### src/rtl/cso_pkg.sv
package cso_pkg;

   // Register locations in the core register space
   localparam logic [8:0] STATUS_ADDR   = 9'h003;
   localparam logic [6:0] STATUS_LOW    = 7'h03;
   localparam logic [8:0] OPTION_ADDR   = 9'h081;

   // Reset values
   localparam logic [7:0] OPTION_RST    = 8'hFF;
   localparam logic [4:0] STATUS_PWR_HI = 5'h03;
   localparam logic [2:0] ALU_FLAG_RST  = 3'h0;
   localparam logic [7:0] READ_ZERO     = 8'h00;

   // Positions in the flag-update mask
   localparam int FLG_Z  = 2;
   localparam int FLG_DC = 1;
   localparam int FLG_C  = 0;

   typedef enum logic [2:0] {
      ALU_PASS = 3'h0,
      ALU_ADD  = 3'h1,
      ALU_SUB  = 3'h2,
      ALU_ROTL = 3'h3,
      ALU_ROTR = 3'h4,
      ALU_SWAP = 3'h5
   } cso_op_t;

   typedef struct packed {
      logic       indirect_bank_bit;
      logic [1:0] direct_bank_sel;
      logic       wdt_expiry_flag;
      logic       sleep_entry_flag;
      logic       zero;
      logic       nibble_overflow_flag;
      logic       carry;
   } cso_status_t;

   typedef struct packed {
      logic       pull_resistor_disable;
      logic       pin_irq_edge;
      logic       tick_source_sel;
      logic       tick_edge_pick;
      logic       prescale_owner;
      logic [2:0] prescale_ratio;
   } cso_option_t;

   typedef struct packed {
      logic zero;
      logic nibble_overflow_flag;
      logic carry;
   } cso_flags_t;

endpackage : cso_pkg

### src/rtl/cso_core_regs.sv
`timescale 1ns/1ps
// Functional notes
// - Status register is a legal destination like any other register.
// - Flags the instruction updates take the result, not the written data.
// - Software writes never change the watchdog expiry or sleep flags.
// - Clearing status zeroes the bank bits and sets the zero flag.
// - Two bank bits pick one of four 128-byte banks for direct access.
// - Subtraction adds two's complement; carries read as inverted borrow.
// - Rotates load carry with the bit shifted out of the source.
// - Power reset gives 0001 1000; other resets clear bank bits and load the expiry flag with the inverse of the watchdog cause.
// - Pull disable bit turns all pulls off, else each follows its latch.
// - Interrupt pin edge bit picks rising (1) or falling (0) edge.
// - Tick source bit picks the external pin or the instruction clock.
// - Tick edge bit picks falling (1) or rising (0) pin edges.
// - Owner bit gives the shared prescaler to watchdog (1) or timer (0).
// - Ratio code gives 1:2..1:256 for timer, 1:1..1:128 for watchdog.
// - Option register is fully read/write and resets to all ones.
module cso_core_regs (
   // Clock and resets
   input  wire logic             MCLK,
   input  wire logic             RESET,
   input  wire logic             SOFT_RESET,
   input  wire logic             SOFT_RST_WDT,
   // Register access
   input  wire logic             REG_WR_EN,
   input  wire logic [8:0]       REG_ADDR,
   input  wire logic [7:0]       REG_WR_DATA,
   output logic [7:0]            REG_RD_DATA,
   // ALU operation
   input  wire cso_pkg::cso_op_t ALU_OP,
   input  wire logic [7:0]       ALU_A,
   input  wire logic [7:0]       ALU_B,
   input  wire logic [2:0]       FLAG_UPD,
   output logic [7:0]            ALU_RESULT,
   // Addressing
   input  wire logic [6:0]       FILE_ADDR,
   input  wire logic [7:0]       FSR_VAL,
   output logic [8:0]            DIRECT_ADDR,
   output logic [8:0]            INDIRECT_ADDR,
   // Power events
   input  wire logic             CLRWDT_EV,
   input  wire logic             SLEEP_EV,
   input  wire logic             WDT_TIMEOUT_EV,
   // Port pulls
   input  wire logic [5:0]       PORT_LATCH,
   output logic [5:0]            PULL_EN,
   // Interrupt pin
   input  wire logic             EXT_IRQ_PIN,
   output logic                  EXT_IRQ_EVENT,
   // Timer and watchdog ticks
   input  wire logic             EXT_TICK_PIN,
   input  wire logic             INSTR_CYCLE_EN,
   input  wire logic             WDT_BASE_TICK,
   output logic                  TMR_TICK,
   output logic                  WDT_TICK
);

   cso_pkg::cso_status_t status_reg;
   cso_pkg::cso_status_t status_next;
   cso_pkg::cso_option_t option_reg;
   cso_pkg::cso_option_t option_next;
   cso_pkg::cso_status_t wr_view;
   cso_pkg::cso_flags_t  alu_flags;
   logic [7:0]           rd_reg;
   logic [7:0]           rd_next;
   logic [5:0]           pull_reg;
   logic [5:0]           pull_next;
   logic                 irq_pin_reg;
   logic                 irq_pin_next;
   logic                 tick_pin_reg;
   logic                 tick_pin_next;
   logic                 wr_status;
   logic                 wr_option;
   logic                 tick_edge;
   logic                 tmr_src;

   cso_flag_unit u_flags (
      .op       (ALU_OP),
      .a        (ALU_A),
      .b        (ALU_B),
      .carry_in (status_reg.carry),
      .result   (ALU_RESULT),
      .flags    (alu_flags)
   );

   always_comb
   begin
      wr_status = REG_WR_EN && (REG_ADDR[6:0] == cso_pkg::STATUS_LOW);
      wr_option = REG_WR_EN && (REG_ADDR == cso_pkg::OPTION_ADDR);
      wr_view   = cso_pkg::cso_status_t'(REG_WR_DATA);
      status_next = status_reg;
      option_next = option_reg;
      if (wr_status)
      begin
         // Expiry and sleep flags are left out of the write on purpose
         status_next.indirect_bank_bit    = wr_view.indirect_bank_bit;
         status_next.direct_bank_sel      = wr_view.direct_bank_sel;
      end
      // A flag-setting instruction blocks the data write to all three flags
      if (wr_status && !(|FLAG_UPD))
      begin
         status_next.zero                 = wr_view.zero;
         status_next.nibble_overflow_flag = wr_view.nibble_overflow_flag;
         status_next.carry                = wr_view.carry;
      end
      // Flag results override any data written to the same bits
      if (FLAG_UPD[cso_pkg::FLG_Z])
         status_next.zero = alu_flags.zero;
      if (FLAG_UPD[cso_pkg::FLG_DC])
         status_next.nibble_overflow_flag =
            alu_flags.nibble_overflow_flag;
      if (FLAG_UPD[cso_pkg::FLG_C])
         status_next.carry = alu_flags.carry;
      if (CLRWDT_EV)
      begin
         status_next.wdt_expiry_flag  = 1'b1;
         status_next.sleep_entry_flag = 1'b1;
      end
      if (SLEEP_EV)
      begin
         status_next.wdt_expiry_flag  = 1'b1;
         status_next.sleep_entry_flag = 1'b0;
      end
      // A timeout wins over a clear landing in the same cycle
      if (WDT_TIMEOUT_EV)
         status_next.wdt_expiry_flag = 1'b0;
      if (wr_option)
         option_next = cso_pkg::cso_option_t'(REG_WR_DATA);
      if (SOFT_RESET)
      begin
         status_next.indirect_bank_bit = 1'b0;
         status_next.direct_bank_sel   = 2'b00;
         status_next.wdt_expiry_flag   = ~SOFT_RST_WDT;
         status_next.sleep_entry_flag  = status_reg.sleep_entry_flag;
         status_next.zero                 = status_reg.zero;
         status_next.nibble_overflow_flag = status_reg.nibble_overflow_flag;
         status_next.carry                = status_reg.carry;
         option_next = cso_pkg::cso_option_t'(cso_pkg::OPTION_RST);
      end
      if (REG_ADDR[6:0] == cso_pkg::STATUS_LOW)
         rd_next = status_reg;
      else if (REG_ADDR == cso_pkg::OPTION_ADDR)
         rd_next = option_reg;
      else
         rd_next = cso_pkg::READ_ZERO;
      pull_next = option_reg.pull_resistor_disable ? 6'h00
                                                   : PORT_LATCH;
      irq_pin_next  = EXT_IRQ_PIN;
      tick_pin_next = EXT_TICK_PIN;
   end

   always_ff @(posedge MCLK)
   begin
      if (RESET)
      begin
         status_reg   <= cso_pkg::cso_status_t'({cso_pkg::STATUS_PWR_HI,
                                                 cso_pkg::ALU_FLAG_RST});
         option_reg   <= cso_pkg::cso_option_t'(cso_pkg::OPTION_RST);
         rd_reg       <= cso_pkg::READ_ZERO;
         pull_reg     <= 6'h00;
         irq_pin_reg  <= 1'b0;
         tick_pin_reg <= 1'b0;
      end
      else
      begin
         status_reg   <= status_next;
         option_reg   <= option_next;
         rd_reg       <= rd_next;
         pull_reg     <= pull_next;
         irq_pin_reg  <= irq_pin_next;
         tick_pin_reg <= tick_pin_next;
      end
   end

   always_comb
   begin
      REG_RD_DATA   = rd_reg;
      PULL_EN       = pull_reg;
      DIRECT_ADDR   = {status_reg.direct_bank_sel, FILE_ADDR};
      INDIRECT_ADDR = {status_reg.indirect_bank_bit, FSR_VAL};
      EXT_IRQ_EVENT = option_reg.pin_irq_edge
                      ? (EXT_IRQ_PIN && !irq_pin_reg)
                      : (!EXT_IRQ_PIN && irq_pin_reg);
      tick_edge     = option_reg.tick_edge_pick
                      ? (!EXT_TICK_PIN && tick_pin_reg)
                      : (EXT_TICK_PIN && !tick_pin_reg);
      tmr_src       = option_reg.tick_source_sel ? tick_edge
                                                 : INSTR_CYCLE_EN;
   end

   cso_prescaler u_prescale (
      .clk      (MCLK),
      .rst      (RESET),
      .owner    (option_reg.prescale_owner),
      .ratio    (option_reg.prescale_ratio),
      .tmr_in   (tmr_src),
      .wdt_in   (WDT_BASE_TICK),
      .tmr_tick (TMR_TICK),
      .wdt_tick (WDT_TICK)
   );
endmodule : cso_core_regs

### src/rtl/cso_flag_unit.sv
`timescale 1ns/1ps
module cso_flag_unit (
   // Operation
   input  wire cso_pkg::cso_op_t op,
   input  wire logic [7:0]       a,
   input  wire logic [7:0]       b,
   input  wire logic             carry_in,
   // Result
   output logic [7:0]            result,
   output cso_pkg::cso_flags_t   flags
);

   always_comb
   begin
      logic [8:0] sum;
      logic [4:0] nib;
      logic [7:0] operand_b;
      logic       sub_in;
      sub_in    = (op == cso_pkg::ALU_SUB);
      // Subtract adds the two's complement, so carries read as not-borrow
      operand_b = sub_in ? ~b : b;
      sum       = {1'b0, a} + {1'b0, operand_b} + {8'h00, sub_in};
      nib       = {1'b0, a[3:0]} + {1'b0, operand_b[3:0]}
                  + {4'h0, sub_in};
      result                     = b;
      flags.carry                = carry_in;
      flags.nibble_overflow_flag = 1'b0;
      case (op)
         cso_pkg::ALU_ADD, cso_pkg::ALU_SUB:
         begin
            result                     = sum[7:0];
            flags.carry                = sum[8];
            flags.nibble_overflow_flag = nib[4];
         end
         cso_pkg::ALU_ROTL:
         begin
            result      = {a[6:0], carry_in};
            flags.carry = a[7];
         end
         cso_pkg::ALU_ROTR:
         begin
            result      = {carry_in, a[7:1]};
            flags.carry = a[0];
         end
         cso_pkg::ALU_SWAP:
            result = {a[3:0], a[7:4]};
         default:
            result = b;
      endcase
      flags.zero = (result == 8'h00);
   end

endmodule : cso_flag_unit

### src/rtl/cso_prescaler.sv
`timescale 1ns/1ps
module cso_prescaler (
   // Clock and reset
   input  wire logic       clk,
   input  wire logic       rst,
   // Control
   input  wire logic       owner,
   input  wire logic [2:0] ratio,
   // Source ticks
   input  wire logic       tmr_in,
   input  wire logic       wdt_in,
   // Divided ticks
   output logic            tmr_tick,
   output logic            wdt_tick
);

   logic [7:0] cnt_reg;
   logic [7:0] cnt_next;
   logic       owner_reg;
   logic       owner_next;
   logic [7:0] mask;
   logic       in_tick;
   logic       hit;

   function automatic logic [7:0] ratio_mask(input logic [3:0] shift);
      ratio_mask = 8'((9'h001 << shift) - 9'h001);
   endfunction : ratio_mask

   // Timer sees one extra halving compared to the watchdog
   always_comb
   begin
      mask    = owner ? ratio_mask({1'b0, ratio})
                      : ratio_mask({1'b0, ratio} + 4'h1);
      in_tick = owner ? wdt_in : tmr_in;
      hit     = in_tick && ((cnt_reg & mask) == mask);
      tmr_tick = owner ? tmr_in : hit;
      wdt_tick = owner ? hit : wdt_in;
      owner_next = owner;
      // Reassignment restarts the count so no stale partial count leaks
      if (owner != owner_reg)
         cnt_next = 8'h00;
      else if (in_tick)
         cnt_next = cnt_reg + 8'h01;
      else
         cnt_next = cnt_reg;
   end

   always_ff @(posedge clk)
   begin
      if (rst)
      begin
         cnt_reg   <= 8'h00;
         owner_reg <= 1'b1;
      end
      else
      begin
         cnt_reg   <= cnt_next;
         owner_reg <= owner_next;
      end
   end

endmodule : cso_prescaler

### config.mk
export PLATFORM = sky130hd
export DESIGN_NAME = cso_core_regs
export DESIGN_NICKNAME = d
export VERILOG_FILES = /design/src/rtl/cso_pkg.sv /design/src/rtl/cso_core_regs.sv /design/src/rtl/cso_flag_unit.sv /design/src/rtl/cso_prescaler.sv
export SDC_FILE = /design/constraint.sdc
export NUM_CORES = 1
export LEC_CHECK = 0
export CAP_MARGIN = 5
export CORE_AREA = 4 4 79 81
export CTS_CLUSTER_SIZE = 25
export DETAILED_ROUTE_END_ITERATION = 10
export DIE_AREA = 0 0 83 85
export DONT_BUFFER_PORTS = 1
export PLACE_DENSITY = 0.78
export SLEW_MARGIN = 20
export SYNTH_ARGS = -nofsm -noshare
export SYNTH_HDL_FRONTEND = slang
export SYNTH_SLANG_ARGS = --single-unit
### constraint.sdc
create_clock -name MCLK -period 3.6 [get_ports MCLK]
set_clock_uncertainty 0.15 [all_clocks]
set_input_delay 0.18 -clock MCLK [delete_from_list [all_inputs] [get_ports MCLK]]
set_output_delay 0.18 -clock MCLK [all_outputs]
set_load 0.05 [all_outputs]
# Yosys cells after proc, flatten, opt, wreduce, memory -nomap -nowiden
# Index checks and enable logic that the tools add are counted.
# word_totals
ff_bits	41
output_inout_bits	43
word_cells	92
inputBits	72
# classes
eq_ne	10
n_shift	2
reduce_logical	28
muxes	21
addsub	8
bitwise	4
# op_table
op	n
8-bit 2-to-1 mux	4
8-bit case mux with 4 select lines	1
8-bit by 1-bit subtractor with 8-bit output, second input constant	2
1-bit 2-to-1 mux	11
8-bit by 8-bit adder with 9-bit output	1
9-bit by 1-bit adder with 9-bit output	1
9-bit by 8-bit == test with 1-bit output, second input constant	1
8-bit by 1-bit adder with 8-bit output, second input constant	1
8-bit bitwise AND	1
8-bit == test	1
1-bit logical AND	8
8-bit zero test	1
8-bit inverter	1
2-bit nonzero test	4
2-bit OR reduction	4
1-bit by 3-bit << shifter with 8-bit output, first input constant	1
1-bit by 4-bit << shifter with 8-bit output, first input constant	1
7-bit by 2-bit == test with 1-bit output, second input constant	1
3-bit by 2-bit == test with 1-bit output, second input constant	2
3-bit == test, second input constant	2
2-bit AND reduction	3
4-bit by 4-bit adder with 5-bit output	1
5-bit by 1-bit adder with 5-bit output	1
1-bit zero test	5
12 further kinds	14

# Logic depth before layout (Yosys ltp)
# logic_depth
word_depth	8
ltp_mapped	15
ltp_nobuf	11

# Modules after synthesis
# Synthesis repeated with hierarchy kept, for this count alone.
# hier_totals
hier_cells	387
area_unflattened_um2	3275.6
# by_module_without_submodules
module	area_each_um2	cells_per_inst	seq_area_each_um2	n_inst
cso_core_regs	1443.9	146	640.6	1
cso_flag_unit	928.4	130	0.0	1
cso_prescaler	903.4	111	180.2	1

# Worst setup path before layout
# Ideal clock, no wire load.
# synth_timing
kind	input to register
start	in ALU_OP[2]
end	reg status_reg[2] (netlist name)
setup_ns	0.178
arrival_time_ns	3.858
stages	15
path_buffers	4
required_time_ns	3.272
slack_ns	-0.586
path_cell_list	buf_4 > clkbuf_1 > clkbuf_1 > nor3b_1 > buf_1 > xor2_1 > inv_1 > fa_1 > nor2b_1 > o2111ai_1 > nand3_1 > xnor2_1 > o21ai_0 > or4_4 > o41ai_2
# synth_between
elab_chain_cells	7
elab_cells_between_ends	12
classes_between	add/sub (2); eq/ne (5); mux (3); reduce/logical (2)
# synth_lines
item	line_no	text
start: declaration	cso_core_regs.sv:30	input wire cso_pkg::cso_op_t ALU_OP,
3-bit by 2-bit == test with 1-bit output	cso_flag_unit.sv:19, cso_flag_unit.sv:28	
8-bit 2-to-1 mux	cso_flag_unit.sv:21	operand_b = sub_in ? ~b : b;
8-bit by 8-bit adder with 9-bit output	cso_flag_unit.sv:22	sum = {1'b0, a} + {1'b0, operand_b} + {8'h00, sub_in};
9-bit by 1-bit adder with 9-bit output	cso_flag_unit.sv:22	
8-bit case mux with 4 select lines *	cso_flag_unit.sv:28	case (op)
net ALU_RESULT[6]	cso_core_regs.sv:34	output logic [7:0] ALU_RESULT,
8-bit zero test *	cso_flag_unit.sv:50	flags.zero = (result == 8'h00);
1-bit 2-to-1 mux *	cso_core_regs.sv:107	if (FLAG_UPD[cso_pkg::FLG_Z])
end signal: assignment	cso_core_regs.sv:156	status_reg <= cso_pkg::cso_status_t'({cso_pkg::STATUS_PWR_HI,
end signal: assignment	cso_core_regs.sv:166	status_reg <= status_next;
end: declaration	cso_core_regs.sv:58	cso_pkg::cso_status_t status_reg;
# The timed path passes the listed nets; every way through them passes the cells marked *.
# A chain may end at the register's enable or synchronous reset.

# Worst setup path in the final report
# layout_timing
start	reg option_reg[0] (netlist name)
end	out TMR_TICK
# layout_between
elab_chain_cells	8
elab_cells_between_ends	10
classes_between	add/sub (3); eq/ne (1); shift (2); mux (2); bitwise (1); reduce/logical (1)
# layout_lines
item	line_no	text
start: declaration	cso_core_regs.sv:60	cso_pkg::cso_option_t option_reg;
start signal: assignment	cso_core_regs.sv:158	option_reg <= cso_pkg::cso_option_t'(cso_pkg::OPTION_RST);
start signal: assignment	cso_core_regs.sv:167	option_reg <= option_next;
3-bit by 1-bit adder with 4-bit output	cso_prescaler.sv:33	: ratio_mask({1'b0, ratio} + 4'h1);
1-bit by 4-bit << shifter with 8-bit output	cso_prescaler.sv:26	ratio_mask = 8'((9'h001 << shift) - 9'h001);
8-bit by 1-bit subtractor with 8-bit output	cso_prescaler.sv:26	
8-bit 2-to-1 mux *	cso_prescaler.sv:32	mask = owner ? ratio_mask({1'b0, ratio})
8-bit bitwise AND	cso_prescaler.sv:35	hit = in_tick && ((cnt_reg & mask) == mask);
8-bit == test *	cso_prescaler.sv:35	
1-bit logical AND *	cso_prescaler.sv:35	
1-bit 2-to-1 mux *	cso_prescaler.sv:36	tmr_tick = owner ? tmr_in : hit;
end: declaration	cso_core_regs.sv:54	output logic TMR_TICK,
# Mark *: on every way between the ends. The rest lies on a longest branch, timed or not.

==> out/qor.csv <==
metric,value,unit
status,"complete, no violations",
final_util,61.3,%
power_density,315,nW/um^2
multiInputGateArea,1970,um^2
async_flop_share,0,%
peakVddDrop,0.289,mV
rows,27,
yosysWarnings,0,
track_usage,22.8,%
syn_inst,385,
wl_per_cell,17.9,um
max_freq,301,MHz
worstRegToRegCells,6,
fin_tns_setup,0,ns
drt-total-wl,8260,um
area_growth,11.4,%
numCtsBuffers,5,
num-fill-cells,481,
drt_iter0_markers,201,
diodes,0,
drc,0,
die_y,85,um
synthSimpleGateAreaFrac,27.1,%
cts_buffer_depth,2,
syn-num-nets,471,
worst_slack,0.273,ns
syn_avg_cell_area,7.82,um^2
rsz0062_at_grt,false,
arrival,3.00,ns
cts_setup_buffers,0,
ys_top_cells_by_area,"dfxtp_1, ha_1, xor2_1",
crit_type,register to primary output,
hold_path.class,input port to register,
synth_top_family_by_area,simple AND/OR/NAND/NOR gates,
yosysMostFrequentCell,dfxtp_1,
grt_pass1_vias,2737,
maxCapViolations,0,
clkSinkCount,41,
grt_start_max_net_pins,29,
drive_gt1_share,8.74,%
r2r-end,status_reg[2],
start_util,55.0,%
die_area,7060,um^2
crit_end,TMR_TICK,
path_clk_slew,0.09,ns
drv_slew,0,
critPathMaxFanout,12,
overflow,0,
endpoint_kind,primary output,
synth-edff-count,0,
synth_common_cells,"dfxtp_1, nand2_1, nor2_1",
relSlewSlack,33.5,%
synth_cell_type_count,59,
core,5470,um^2
yosys.area_share.adder,6.07,%
period_share,92.4,%
finalHoldViolCount,0,
dp_hpwl,5840,um
start_kind,register,
cp.required,3.27,ns
io_buffers,0,
synth_ff_type,dfxtp_1,
startpoint,option_reg[0],
ys_ff_latch,41,
postRouteAntennaNets,0,
power_leakage,0.00134,uW
netlist.area_leader.share,27.3,%
cts_tree,done,
htree_levels,2,
synth_compound_area_share,21.7,%
die_x,83,um
seq_area,825,um^2
worst_slew_pin_slew,0.994,ns
vias,2863,
viasPerCell,6.21,
muxShareOfSynthArea,2.04,%
finalSetupViolations,0,
dp_worst_setup_slack,0.229,ns
syn-cell-area,3010,um^2
synthXorXnorAreaFrac,6.69,%
holdPathStages,3,
root_buffer,clkbuf_8,
antenna_found_initial,0,
yosysTopAreaCell,dfxtp_1,
r2r-start,status_reg[0],
rrSetupSlack,1.31,ns
drt-pass1-iter-count,6,
yosysSeqAreaShare,27.3,%
dpl_cell_area,2970,um^2
clk_latency,0.29,ns
num_io_pins,115,
stdcell_area,3350,um^2
gp_congestion,0.862,
fin_crit,3.33,ns
grt_first_pass_wirelength,13500,um
finalNetCount,474,
## critical path, cell delays in order, from the launching register on
cell and delay (ns):
dfxtp_4 0.42, ha_4 0.20, nor2b_2 0.19, nand3_1 0.12
o21a_1 0.16, or2_2 0.30, ha_1 0.27, o32a_1 0.12
o311ai_0 0.11, a2111oi_0 0.29, o211a_1 0.23, o21a_1 0.11
buf_4 0.19
## kinds of logic (layout without fill, tap and decap cells)
family          Yosys count  after routing
mux                       6              6
compound gates           93             93
flops                    41             41
buf+inv                  49             53
xor+xnor                 23             23
fa+ha+maj                14             14
simple gates            159            159
## worst min-delay path by stage
stage / from / endpoint / slack, ns
final: REG_WR_DATA[2] / status_reg[2] / 0.002
after global routing: REG_WR_DATA[2] / status_reg[2] / 0.02
after CTS: REG_WR_DATA[2] / status_reg[2] / 0.005
after detailed placement: RESET / irq_pin_reg / 0.11
after global placement: RESET / irq_pin_reg / 0.11
after floorplan: SOFT_RST_WDT / status_reg[4] / 0.15
## repair_timing
action	CTS	global route
hold buffers	27	0
pin swaps	0	0
setup endpoints to repair	2	2
hold endpoints to repair	33	0
gates resized for setup	2	3
## layer usage
metal	vias to the layer above	share of wire (%)	GRT usage (%)
met4	0	1.8	8.17
met3	22	9.3	6.02
met1	1338	41	28.3
met5	-	0	0
met2	138	48	38.1
li1	1365	-	-
## power breakdown
group | switching [uW] | internal [uW]
logic | 165 | 115
registers | 6.25 | 459
clock network | 172 | 140
total | 344 | 714
## layout make-up
| class | instances | share of cell area [%] |
|---|---|---|
| multi-input combinational | 295 | 58.6 |
| sequential | 41 | 24.6 |
| timing repair buffer | 38 | 10.5 |
| tap | 72 | 2.69 |
| clock buffer | 5 | 2.05 |
| inverter | 7 | 0.783 |
| clock inverter | 3 | 0.746 |
## metrics by stage
step	hold WS [ns]	total power, uW	cells
6_report	0.00181	1060	461
2_1_floorplan	0.146	732	385
4_1_cts	0.00462	1050	461
3_5_place_dp	0.106	722	426
5_1_grt	0.0227	1100	461
3_3_place_gp	0.105	717	426
## cells in the final DEF, fill, tap and decap left out, types with 11 or more instances in the layout
cell	count
nor2b_1	13
dfxtp_1	40
nor2_1	36
ha_1	12
nand3_1	16
o21ai_0	18
buf_4	11
nand2_1	38
dlygate4sd3_1	27
xor2_1	18
a21oi_1	15
Power figures use the tool's default switching activity.
